## src/core/pimask_pkg.sv

```systemverilog
// Package with register map, field positions and carrier types for the interrupt mask block.
package pimask_pkg;
  localparam int          PIM_DW           = 16;
  localparam int          PIM_AW           = 5;
  localparam int          PIM_CNT_W        = 16;
  localparam logic [4:0]  PIM_OFF_MASK     = 5'h10;
  localparam logic [4:0]  PIM_OFF_STATUS   = 5'h11;
  localparam logic [4:0]  PIM_OFF_CONFIG   = 5'h1C;
  localparam logic [4:0]  PIM_OFF_UPPER    = 5'h1D;
  localparam int          PIM_B_DCR        = 11;
  localparam int          PIM_B_FCC        = 10;
  localparam int          PIM_B_REC        = 9;
  localparam int          PIM_B_RLB        = 8;
  localparam int          PIM_B_RST        = 7;
  localparam int          PIM_B_JAB        = 6;
  localparam int          PIM_B_ANC        = 5;
  localparam int          PIM_B_PDF        = 4;
  localparam int          PIM_B_PFL        = 3;
  localparam int          PIM_B_RMF        = 2;
  localparam int          PIM_B_PGR        = 1;
  localparam int          PIM_B_COMPAT     = 0;
  localparam logic [11:0] PIM_LOW_RESET    = 12'h080;
  localparam logic [11:0] PIM_LOW_WMASK    = 12'hFFE;
  localparam logic [3:0]  PIM_UP_RESET     = 4'h4;

  // Event pulses from the transceiver logic, one cycle each.
  typedef struct packed {
    logic rloop_fault;
    logic elastic_err;
    logic reset_done;
    logic calib_done;
    logic jabber;
    logic aneg_done;
    logic pdet_fault;
    logic pdet_fail;
    logic aneg_rfault;
    logic fefi_rfault;
    logic page_rx;
  } pimask_evt_t;

  // Register port carrier.
  typedef struct packed {
    logic [PIM_AW-1:0] addr;
    logic [PIM_DW-1:0] wdata;
    logic              wr;
    logic              rd;
  } pimask_bus_t;
endpackage : pimask_pkg

```

## src/core/pimask_top.sv

```systemverilog
// Interrupt mask low half, status latch, configuration bit and interrupt output.
//
// Summary of operation
// [RL1] Mask bit 11 enables interrupt on disconnect counter top bit rising.
// [RL2] Mask bit 10 enables interrupt on false carrier counter top bit rising.
// [RL3] Mask bit 9 enables interrupt on receive error counter top bit rising.
// [RL4] Mask bit 8 enables interrupt on elastic buffer fault during remote loopback.
// [RL5] Mask bit 7 resets to one; enables interrupt when reset and calibration done.
// [RL6] Mask bit 6 enables interrupt on 10 Mb/s jabber.
// [RL7] Mask bit 5 enables interrupt on link negotiation complete.
// [RL8] Mask bit 4 enables interrupt on unstable legacy signalling found.
// [RL9] Mask bit 3 enables interrupt on parallel detect of unadvertised technology.
// [RL10] Mask bit 2 enables interrupt on remote fault from negotiation or far-end detect.
// [RL11] Mask bit 1 enables interrupt on every received page.
// [RL12] Compatibility mode disables all mask bits and discards writes to them.
// [RL13] Clear mask bit keeps pin quiet but status still records the event.
// [RL14] Status bits clear when software reads the status register.
// [RL15] Interrupt held while any pending status bit is enabled; bit 0 reads zero.
`timescale 1ns/100ps
`default_nettype none
module pimask_top
  import pimask_pkg::*;
#(
  parameter int CNT_W = PIM_CNT_W
) (
  // Clock and reset
  input  wire logic              sys_clk,
  input  wire logic              rst_n,
  // Register port
  input  wire logic [PIM_AW-1:0] reg_addr,
  input  wire logic [PIM_DW-1:0] reg_wdata,
  input  wire logic              reg_wr,
  input  wire logic              reg_rd,
  output logic      [PIM_DW-1:0] reg_rdata,
  // Event sources
  input  wire logic [CNT_W-1:0]  disconnect_event_counter,
  input  wire logic [CNT_W-1:0]  false_carrier_event_counter,
  input  wire logic [CNT_W-1:0]  receive_error_event_counter,
  input  wire pimask_evt_t       evt,
  input  wire logic [3:0]        upper_evt,
  // Interrupt and mode outputs
  output logic                   irq,
  output logic                   compat_mode
);
  pimask_bus_t bus;
  assign bus = '{addr: reg_addr, wdata: reg_wdata, wr: reg_wr, rd: reg_rd};

  logic [11:0]       mask_reg;
  logic [11:0]       mask_next;
  logic [3:0]        upmask_reg;
  logic [3:0]        upmask_next;
  logic [15:0]       stat_reg;
  logic [15:0]       stat_next;
  logic              compat_reg;
  logic              compat_next;
  logic              irq_reg;
  logic              irq_next;
  logic [PIM_DW-1:0] rdata_reg;
  logic [PIM_DW-1:0] rdata_next;
  logic              rst_seen_reg;
  logic              cal_seen_reg;
  logic              rst_ev_reg;

  logic        dcr_rise;
  logic        fcc_rise;
  logic        rec_rise;
  logic [15:0] ev_vec;
  logic [15:0] eff_mask;
  logic        sel_mask;
  logic        sel_stat;
  logic        sel_cfg;
  logic        sel_up;
  logic        rst_both;

  pimask_msb_rise #(.W(CNT_W)) u_dcr (
    .sys_clk (sys_clk),
    .rst_n   (rst_n),
    .cnt     (disconnect_event_counter),
    .rise    (dcr_rise)
  );
  pimask_msb_rise #(.W(CNT_W)) u_fcc (
    .sys_clk (sys_clk),
    .rst_n   (rst_n),
    .cnt     (false_carrier_event_counter),
    .rise    (fcc_rise)
  );
  pimask_msb_rise #(.W(CNT_W)) u_rec (
    .sys_clk (sys_clk),
    .rst_n   (rst_n),
    .cnt     (receive_error_event_counter),
    .rise    (rec_rise)
  );

  assign sel_mask = (bus.addr == PIM_OFF_MASK);
  assign sel_stat = (bus.addr == PIM_OFF_STATUS);
  assign sel_cfg  = (bus.addr == PIM_OFF_CONFIG);
  assign sel_up   = (bus.addr == PIM_OFF_UPPER);

  // Reset-complete fires once, when both the reset and calibration have been seen.
  assign rst_both = (rst_seen_reg | evt.reset_done) & (cal_seen_reg | evt.calib_done); // RL5

  // Event vector in mask layout.
  always_comb begin
    ev_vec            = '0;
    ev_vec[15:12]     = upper_evt;
    ev_vec[PIM_B_DCR] = dcr_rise; // RL1
    ev_vec[PIM_B_FCC] = fcc_rise; // RL2
    ev_vec[PIM_B_REC] = rec_rise; // RL3
    ev_vec[PIM_B_RLB] = evt.elastic_err & evt.rloop_fault; // RL4
    ev_vec[PIM_B_RST] = rst_both & ~rst_ev_reg; // RL5
    ev_vec[PIM_B_JAB] = evt.jabber; // RL6
    ev_vec[PIM_B_ANC] = evt.aneg_done; // RL7
    ev_vec[PIM_B_PDF] = evt.pdet_fault; // RL8
    ev_vec[PIM_B_PFL] = evt.pdet_fail; // RL9
    ev_vec[PIM_B_RMF] = evt.aneg_rfault | evt.fefi_rfault; // RL10
    ev_vec[PIM_B_PGR] = evt.page_rx; // RL11
  end

  // All enables act as inactive while compatibility mode is on; mask reads still return the stored bits.
  assign eff_mask = compat_reg ? 16'h0000 : {upmask_reg, mask_reg}; // RL12

  // Writes to the mask are dropped in compatibility mode; bit 0 never stores.
  assign mask_next = (bus.wr && sel_mask && !compat_reg) ? (bus.wdata[11:0] & PIM_LOW_WMASK) : mask_reg; // RL12 RL15
  assign upmask_next = (bus.wr && sel_mask && !compat_reg) ? bus.wdata[15:12] : upmask_reg; // RL12
  assign compat_next = (bus.wr && sel_cfg) ? bus.wdata[PIM_B_COMPAT] : compat_reg;

  // A read clears the status, but events landing in that cycle survive.
  assign stat_next = ((bus.rd && sel_stat) ? 16'h0000 : stat_reg) | (ev_vec & 16'hFFFE); // RL13 RL14

  assign irq_next = |(stat_next & eff_mask); // RL13 RL15

  always_comb begin
    rdata_next = '0;
    if (bus.rd) begin
      if (sel_mask) begin
        rdata_next = {upmask_reg, mask_reg}; // RL15
      end else if (sel_stat) begin
        rdata_next = stat_reg;
      end else if (sel_cfg) begin
        rdata_next[PIM_B_COMPAT] = compat_reg;
      end else if (sel_up) begin
        rdata_next[3:0] = upper_evt;
      end
    end
  end

  always_ff @(posedge sys_clk or negedge rst_n) begin
    if (!rst_n) begin
      mask_reg   <= PIM_LOW_RESET; // RL5
      upmask_reg <= PIM_UP_RESET;
      compat_reg <= 1'b0;
      stat_reg   <= '0;
      irq_reg    <= 1'b0;
      rdata_reg  <= '0;
    end else begin
      mask_reg   <= mask_next;
      upmask_reg <= upmask_next;
      compat_reg <= compat_next;
      stat_reg   <= stat_next;
      irq_reg    <= irq_next;
      rdata_reg  <= rdata_next;
    end
  end

  always_ff @(posedge sys_clk or negedge rst_n) begin
    if (!rst_n) begin
      rst_seen_reg <= 1'b0;
      cal_seen_reg <= 1'b0;
      rst_ev_reg   <= 1'b0;
    end else begin
      rst_seen_reg <= rst_seen_reg | evt.reset_done;
      cal_seen_reg <= cal_seen_reg | evt.calib_done;
      rst_ev_reg   <= rst_ev_reg | rst_both;
    end
  end

  assign reg_rdata   = rdata_reg;
  assign irq         = irq_reg;
  assign compat_mode = compat_reg;
endmodule : pimask_top
`default_nettype wire

```

## src/core/pimask_msb_rise.sv

```systemverilog
// Rising-edge detector on the top bit of an event counter.
`timescale 1ns/100ps
`default_nettype none
module pimask_msb_rise
  import pimask_pkg::*;
#(
  parameter int W = PIM_CNT_W
) (
  // Clock and reset
  input  wire logic         sys_clk,
  input  wire logic         rst_n,
  // Counter value
  input  wire logic [W-1:0] cnt,
  // One-cycle pulse on 0 to 1 of the top bit
  output logic              rise
);
  logic msb_reg;
  always_ff @(posedge sys_clk or negedge rst_n) begin
    if (!rst_n) begin
      msb_reg <= 1'b0;
    end else begin
      msb_reg <= cnt[W-1];
    end
  end
  assign rise = cnt[W-1] & ~msb_reg;
endmodule : pimask_msb_rise
`default_nettype wire

```

## config.mk

```make
export PLATFORM = sky130hd
export DESIGN_NAME = pimask_top
export DESIGN_NICKNAME = d
export VERILOG_FILES = /design/src/core/pimask_pkg.sv /design/src/core/pimask_top.sv /design/src/core/pimask_msb_rise.sv
export SDC_FILE = /design/constraint.sdc
export NUM_CORES = 1
export LEC_CHECK = 0
export BUFFER_PORTS_ARGS = -buffer_cell sky130_fd_sc_hd__buf_2
export CAP_MARGIN = 20
export CORE_MARGIN = 3
export CORE_UTILIZATION = 49
export CTS_CLUSTER_DIAMETER = 40
export DETAILED_ROUTE_END_ITERATION = 7
export PLACE_DENSITY = 0.89
export SLEW_MARGIN = 30
export SYNTH_ARGS = -nofsm -noshare
export SYNTH_HDL_FRONTEND = slang
export SYNTH_SLANG_ARGS = --single-unit
```

## constraint.sdc

```tcl
create_clock -name sys_clk -period 4.1 [get_ports sys_clk]
set_input_delay 0 -clock sys_clk [delete_from_list [all_inputs] [get_ports sys_clk]]
set_output_delay 0 -clock sys_clk [all_outputs]
set_load 0.01 [all_outputs]
```

# Word-level counts from Yosys, hierarchy flattened
# Cells that the tools add are included.
# classes
n_mul	0
bitwise_logic	16
addsub	0
shifts	0
div	0
order_cmp	0
n_mux	9
n_reduce_logical	6
n_eq_ne	4
# ops
cell	n
16-bit two-way mux	4
5-bit equality test (second input constant)	4
16-bit AND	1
16-bit OR	1
16-bit OR reduction	1
12-bit two-way mux	1
4-bit two-way mux	2
1-bit AND	6
1-bit logical AND	4
1-bit inverter	4
1-bit OR	4
3-bit two-way mux	1
1-bit logical NOT	1
1-bit two-way mux	1
# word_totals
romBits	0
latch_bits	0
n_memories	0
reg_bits	55
inputBits	88
ram_bits	0
output_inout_bits	18

# Depth between registers and ports, before layout
# Gate-level depths: netlist (run 1).
# logic_depth
depth_word	6
mapped_depth	7
mapped_depth_nobuf	5

# Hierarchy
# Synthesis (run 1) repeated with hierarchy kept, for this count alone.
# unflattened
hier_cells	189
hier_area_um2	2336.0
# modules_own_cells
module	cells_per_inst	instances	area_each_um2
pimask_top	183	1	2219.6
pimask_msb_rise	2	3	38.8

# Worst setup path before layout (run 1)
# Ideal clock, no wire load.
# synth_timing
path_kind	flip-flop to flip-flop
startpoint	reg compat_reg (netlist: compat_mode)
endpoint	reg mask_reg[10]
path_buffers	2
slack_ps	2695
arrival_ps	1277
t_required_ps	3972
path_stages_with_launch	6
setup_ps	128
cell_sequence	dfrtp_1 inv_1 and3_1 buf_2 buf_4 mux2_1
# synth_between
elab_chain_cells	2
# synth_lines
element	line_no	text
start: declaration	pimask_top.sv:54	logic compat_reg;
start signal: assignment	pimask_top.sv:158	compat_reg <= compat_next;
1-bit logical NOT	pimask_top.sv:123	assign mask_next = (bus.wr && sel_mask && !compat_reg) ? (bus.wdata[11:0] & PIM_LOW_WMASK) : mask_reg;
1-bit logical AND	pimask_top.sv:123	
end signal: assignment	pimask_top.sv:156	mask_reg <= mask_next;
end: declaration	pimask_top.sv:48	logic [11:0] mask_reg;
# Every way passes these cells.
# A chain may end at the register's enable or synchronous reset.

# Final worst setup path (run 1)
# layout_timing
startpoint	in reg_addr[0]
endpoint	reg irq_reg (netlist: irq)
# layout_between
elab_chain_cells	6
# layout_lines
element	line_no	text
start: declaration	pimask_top.sv:30	input wire logic [PIM_AW-1:0] reg_addr,
5-bit equality test	pimask_top.sv:95	assign sel_stat = (bus.addr == PIM_OFF_STATUS);
1-bit logical AND	pimask_top.sv:128	assign stat_next = ((bus.rd && sel_stat) ? 16'h0000 : stat_reg) | (ev_vec & 16'hFFFE);
16-bit two-way mux	pimask_top.sv:128	
16-bit OR	pimask_top.sv:128	
16-bit AND	pimask_top.sv:130	assign irq_next = |(stat_next & eff_mask);
16-bit OR reduction	pimask_top.sv:130	
net irq_next	pimask_top.sv:57	logic irq_next;
end signal: assignment	pimask_top.sv:160	irq_reg <= irq_next;
end: declaration	pimask_top.sv:56	logic irq_reg;
# The timed path passes the listed nets, and every way through them passes these cells.

==> results.sh, run 1 <==
export IMPL_worstRegToRegCells=3
export IMPL_cap_violations=0
export IMPL_cpMaxStageDelayCell="and3_1"
export IMPL_die_area_mm2=0.00530
export IMPL_dieWidth_um=72.8
export IMPL_vias=1674
export IMPL_fp_row_count=23
export IMPL_syn2layout_area_growth_pct=34.3
export IMPL_place_congestion=0.765
export IMPL_post_cts_buffers=0
export IMPL_worst_slack_ps=1960
export IMPL_numClockSinks=54
export IMPL_clk_path_buf_depth=2
export IMPL_rrSetupSlack_ps=2350
export IMPL_cts_resized=0
export IMPL_fin_hold_ws_ps=8.94
export IMPL_largest_reg_flops=16
export IMPL_outcome="complete, no violations"
export IMPL_drtIter0Drc=112
export IMPL_wl_um=5080
export IMPL_end_kind="flop"
export IMPL_synthCells=157
export IMPL_grt_pass1_wl_um=8220
export IMPL_die_h_um=72.8
export IMPL_drc=0
export IMPL_h_tree_depth=2
export IMPL_final_cell_area_mm2=0.00293
export IMPL_synth_edf_count=0
export IMPL_relSlewSlack_pct=50.1
export IMPL_io_pins=106
export IMPL_stdcell_count=302
export IMPL_r2r_end="mask_reg[4]$_DFFE_PN0P_"
export IMPL_grt_setup_unrepaired="false"
export IMPL_drive_above_1_share_pct=30.6
export IMPL_cts_tree="done"
export IMPL_timing_rr_start="compat_mode$_DFFE_PN0P_"
export IMPL_path_class="input pin to flop"
export IMPL_grt_max_degree=55
export IMPL_endpoint="irq$_DFF_PN0_"
export IMPL_min_period_ps=2140
export IMPL_antenna_left=0
export IMPL_ys_ff_latch=54
export IMPL_cp_slowest_stage_delay_ps=550
export IMPL_crit_chain="dlygate4sd3_1 -> buf_2 -> and3b_1 -> and3_1 -> a21oi_1 -> a2111oi_0 -> a31oi_1"
export IMPL_setup_tns_ps=0
export IMPL_p_leak_nw=1.39
export IMPL_dr_pass1_iters=4
export IMPL_dpl_hpwl_um=3410
export IMPL_power_total_mw=1.06
export IMPL_antenna_found_initial=0
export IMPL_p_per_area_mw_per_mm2=362
export IMPL_dpl_cell_area_mm2=0.00251
export IMPL_layout_commonest_cell="buf_2"
export IMPL_start_util_pct=52.7
export IMPL_cts_root_buf="clkbuf_8"
export IMPL_critPathArrivalTime_ps=2320
export IMPL_clk_latency_ps=310
export IMPL_async_reset_ff_share_pct=100
export IMPL_dp_cells=261
export IMPL_peakVddDrop_mv=0.259
export IMPL_skew_ps=4.96
export IMPL_drv_slew=0
export IMPL_holdCritPathClass="input pin to flop"
export IMPL_syn_area_mm2=0.00218
export IMPL_finalHoldViolCount=0
export IMPL_layout_common_cells="buf_2, dfrtp_1, dlygate4sd3_1"
export IMPL_dp_slack_ps=2130
export IMPL_yosysSeqAreaShare_pct=62.0
export IMPL_cts_clk_slew_worst_paths_ps=90
export IMPL_synth_flop_cell="dfrtp_1"
export IMPL_holdBufCountCts=33
export IMPL_first_global_vias=1771
export IMPL_max_freq_mhz=466
export IMPL_setup_viol=0
export IMPL_syn_avg_cell_area_um2=13.9
export IMPL_ys_types=38
export IMPL_tightestPinTransition_ps=748
export IMPL_crit_path_max_fanout=13
export IMPL_final_util_pct=70.8
export IMPL_synth_warnings=0
export IMPL_grt_use_total_pct=20.5
export IMPL_nNetsFinal=339
export IMPL_setup_worst_path_start="reg_addr[0]"
export IMPL_n_antenna_cell=0
export IMPL_vias_per_cell=5.54
export IMPL_syn_nets=245
export IMPL_overflow=0
export IMPL_required_ps=4270
export IMPL_cp_start_kind="input pin"
export IMPL_core_mm2=0.00414
export IMPL_cts_buffers=5
export IMPL_fin_crit_sh_pct=52.3
export IMPL_wl_per_cell_um=16.8
export IMPL_hold_depth=3
export IMPL_io_buffers=60
[worst min-delay path by stage]
stage | from | end | slack [ps]
2_1_floorplan | rst_n | cal_seen_reg$_DFF_PN0_ | -300
3_5_place_dp | disconnect_event_counter[15] | u_dcr.msb_reg$_DFF_PN0_ | 130
3_3_place_gp | false_carrier_event_counter[15] | u_fcc.msb_reg$_DFF_PN0_ | 130
4_1_cts | upper_evt[3] | stat_reg[15]$_DFF_PN0_ | 2
5_1_grt | upper_evt[3] | stat_reg[15]$_DFF_PN0_ | 30
6_report | upper_evt[3] | stat_reg[15]$_DFF_PN0_ | 9
[Yosys cell counts (2+ instances only)]
library cell,n,area (um2)
a22oi_1,6,45.0
o21ai_0,2,10.0
and2_1,2,12.5
clkbuf_1,2,7.51
buf_6,2,22.5
a22o_1,20,175
a222oi_1,2,20.0
or2_2,2,12.5
dfstp_2,2,52.6
and3_1,3,18.8
mux2_1,16,180
nor2_1,3,11.3
nand2b_1,2,12.5
inv_1,7,26.3
nand2_1,2,7.51
nor2b_1,4,25.0
dfrtp_1,52,1300
a21o_1,6,45.0
a41oi_1,3,26.3
[per-layer routing]
layer  track usage (%)  part of all wire [%]
met5                 0                     0
met3              4.27                   4.7
met2              35.3                    51
met4              8.20                   1.9
met1              25.3                    42
[logic make-up after synthesis]
family	Yosys count	synth area share (%)
flip-flops	54	62.0
AND/OR/NAND/NOR	27	8.93
multiplexers	16	8.25
AO/OA/AOI/OAI	46	17.5
buffers and inverters	14	3.32
[critical path: cells and delay by family]
family,cells,cell delay [ps]
compound gates,3,690
buf+inv,2,670
simple gates,2,950
[power breakdown]
group	switching, mW	internal, mW	total (mW)
clock network	0.168	0.136	0.304
registers	0.0366	0.576	0.612
logic	0.0632	0.0817	0.145
[layout make-up]
cell class	instances	area (um2)
multi-input combinational	89	758
inverter	7	26.3
clock buffer	6	82.6
tap	50	62.6
fill	285	1210
sequential	54	1350
timing repair buffer	94	638
clock inverter	2	12.5
No activity file was read; power rests on OpenSTA's default activity.
==> run 2, diff against run 1 <==
--- a/config.mk
+++ b/config.mk
@@ -8,10 +8,10 @@
 export BUFFER_PORTS_ARGS = -buffer_cell sky130_fd_sc_hd__buf_2
 export CAP_MARGIN = 20
 export CORE_MARGIN = 3
-export CORE_UTILIZATION = 49
+export CORE_UTILIZATION = 41
 export CTS_CLUSTER_DIAMETER = 40
 export DETAILED_ROUTE_END_ITERATION = 7
-export PLACE_DENSITY = 0.89
+export PLACE_DENSITY = 0.8
 export SLEW_MARGIN = 30
 export SYNTH_ARGS = -nofsm -noshare
 export SYNTH_HDL_FRONTEND = slang
==> constraint.sdc (replaced) <==
create_clock -name sys_clk -period 1.8 [get_ports sys_clk]
set_input_delay 0 -clock sys_clk [delete_from_list [all_inputs] [get_ports sys_clk]]
set_output_delay 0 -clock sys_clk [all_outputs]
set_load 0.01 [all_outputs]
==> run 2 against run 1 <==
Clock power grew 120%. Cell area increased by 2.9%. Power increased by 130%. Largest cell class unchanged. Global-route usage down 3.4 points. Critical path depth decreased by 2. Worst setup slack worse by 1800 ps. Largest power group unchanged. Via count decreased by 1.4%.
==> results.sh, run 2 (synthesis gave the netlist of run 1 again) <==
export IMPL_vias=1650
export IMPL_dpl_hpwl_um=3540
export IMPL_syn2layout_area_growth_pct=38.1
export IMPL_setup_viol=0
export IMPL_antenna_found_initial=0
export IMPL_largest_reg_flops=16
export IMPL_cts_buffers=5
export IMPL_n_antenna_cell=0
export IMPL_worstRegToRegCells=5
export IMPL_cts_root_buf="clkbuf_8"
export IMPL_peakVddDrop_mv=0.574
export IMPL_holdCritPathClass="input pin to flop"
export IMPL_end_kind="flop"
export IMPL_multi_input_area_um2=759
export IMPL_cp_slowest_stage_delay_ps=460
export IMPL_dp_slack_ps=31.1
export IMPL_h_tree_depth=2
export IMPL_cts_tree="done"
export IMPL_cpMaxStageDelayCell="a2111oi_1"
export IMPL_fp_row_count=25
export IMPL_crit_chain="a222oi_1 -> a21oi_1 -> a2111oi_1 -> buf_4 -> a31oi_1"
export IMPL_p_per_area_mw_per_mm2=793
export IMPL_cap_violations=0
export IMPL_grt_pass1_wl_um=8200
export IMPL_io_pins=106
export IMPL_wl_um=4930
export IMPL_numClockSinks=54
export IMPL_p_leak_nw=1.44
export IMPL_power_total_mw=2.39
export IMPL_nNetsFinal=347
export IMPL_r2r_end="irq$_DFF_PN0_"
export IMPL_grt_use_total_pct=17.2
export IMPL_min_from="upper_evt[3]"
export IMPL_cp_start_kind="flop"
export IMPL_die_h_um=79.0
export IMPL_drv_slew=0
export IMPL_layout_common_cells="buf_2, dfrtp_1, dlygate4sd3_1"
export IMPL_drc=0
export IMPL_io_buffers=60
export IMPL_core_mm2=0.00494
export IMPL_start_util_pct=44.2
export IMPL_finalHoldViolCount=0
export IMPL_drive_above_1_share_pct=32.7
export IMPL_first_global_vias=1729
export IMPL_skew_ps=6.55
export IMPL_critPathArrivalTime_ps=1850
export IMPL_dieWidth_um=79.0
export IMPL_clk_path_buf_depth=2
export IMPL_dr_pass1_iters=4
export IMPL_final_util_pct=61.1
export IMPL_drtIter0Drc=72
export IMPL_path_class="flop to flop"
export IMPL_tightestPinTransition_ps=581
export IMPL_relSlewSlack_pct=61.3
export IMPL_cts_clk_slew_worst_paths_ps=90
export IMPL_seq_area_mm2=0.00135
export IMPL_grt_setup_unrepaired="false"
export IMPL_die_area_mm2=0.00624
export IMPL_rrSetupSlack_ps=140
export IMPL_min_period_ps=1660
export IMPL_antenna_left=0
export IMPL_vias_per_cell=5.05
export IMPL_wl_per_cell_um=15.1
export IMPL_outcome="complete, no violations"
export IMPL_place_congestion=0.804
export IMPL_timing_rr_start="stat_reg[7]$_DFF_PN0_"
export IMPL_overflow=0
export IMPL_num_fill_cells=439
export IMPL_max_freq_mhz=603
export IMPL_layout_commonest_cell="buf_2"
export IMPL_required_ps=1990
export IMPL_hold_depth=3
export IMPL_hold_path_end="stat_reg[15]$_DFF_PN0_"
export IMPL_crit_path_max_fanout=3
export IMPL_clk_latency_ps=310
export IMPL_grt_max_degree=31
export IMPL_worst_slack_ps=143
export IMPL_setup_tns_ps=0
export IMPL_fin_crit_sh_pct=92.1
run 2: cell types whose count changed in the layout (fill, tap and decap cells not counted), sizes merged:
cell / previous run / this run
clkinvlp: 1 / 0
dlygate4sd3: 33 / 32
clkinv: 1 / 2
buf: 61 / 70
run 2: layer usage:
metal | GRT usage, % | vias to the layer above | wire length [um]
met5 | 0 | - | 0
met4 | 4.64 | 0 | 56
met3 | 5.22 | 6 | 306
met2 | 26.9 | 56 | 2290
met1 | 23.4 | 792 | 2280
li1 | - | 796 | -
run 2: critical path: cells and delay by family, from the launching register on:
kind / cells / cell delay, ps
compound gates: 4 / 960
flops: 1 / 400
buf+inv: 1 / 180
run 2: worst max-delay path by stage:
stage / from / slack [ps] / to
after floorplan: compat_mode$_DFFE_PN0P_ / 390 / mask_reg[10]$_DFFE_PN0P_
after global placement: reg_addr[1] / 30 / irq$_DFF_PN0_
after detailed placement: reg_addr[1] / 30 / irq$_DFF_PN0_
after CTS: mask_reg[7]$_DFFE_PN1P_ / 90 / irq$_DFF_PN0_
after global routing: rst_seen_reg$_DFF_PN0_ / 40 / irq$_DFF_PN0_
final: stat_reg[7]$_DFF_PN0_ / 140 / irq$_DFF_PN0_
run 2: metrics by stage:
stage	cells	cell area (um2)	hold WS [ps]
floorplan	157	2180	-296
global placement	287	2610	23.4
detailed placement	287	2610	32.9
CTS	327	3020	1.00
global route	327	3020	15.3
finish	327	3020	5.56
run 2: report_power, final:
group | switching [mW] | internal, mW | total [mW] | leakage [nW]
sequential | 0.0759 | 1.31 | 1.39 | 0.631
clock | 0.386 | 0.275 | 0.661 | 0.0452
combinational | 0.143 | 0.202 | 0.345 | 0.760
total | 0.605 | 1.79 | 2.39 | 1.44
run 2: layout make-up:
cell class | instances | share of cell area (%)
Clock inverter | 2 | 0.456
Tap cell | 67 | 2.78
Sequential cell | 54 | 44.9
Clock buffer | 6 | 2.40
Inverter | 7 | 0.871
Multi-Input combinational cell | 89 | 25.2
Timing Repair Buffer | 102 | 23.5
run 2: repair_timing:
action                     CTS  global route
setup endpoints to repair    0             1
hold buffers                32             0
hold endpoints to repair    58             0
gates resized for setup      0             1
setup buffers                0             0
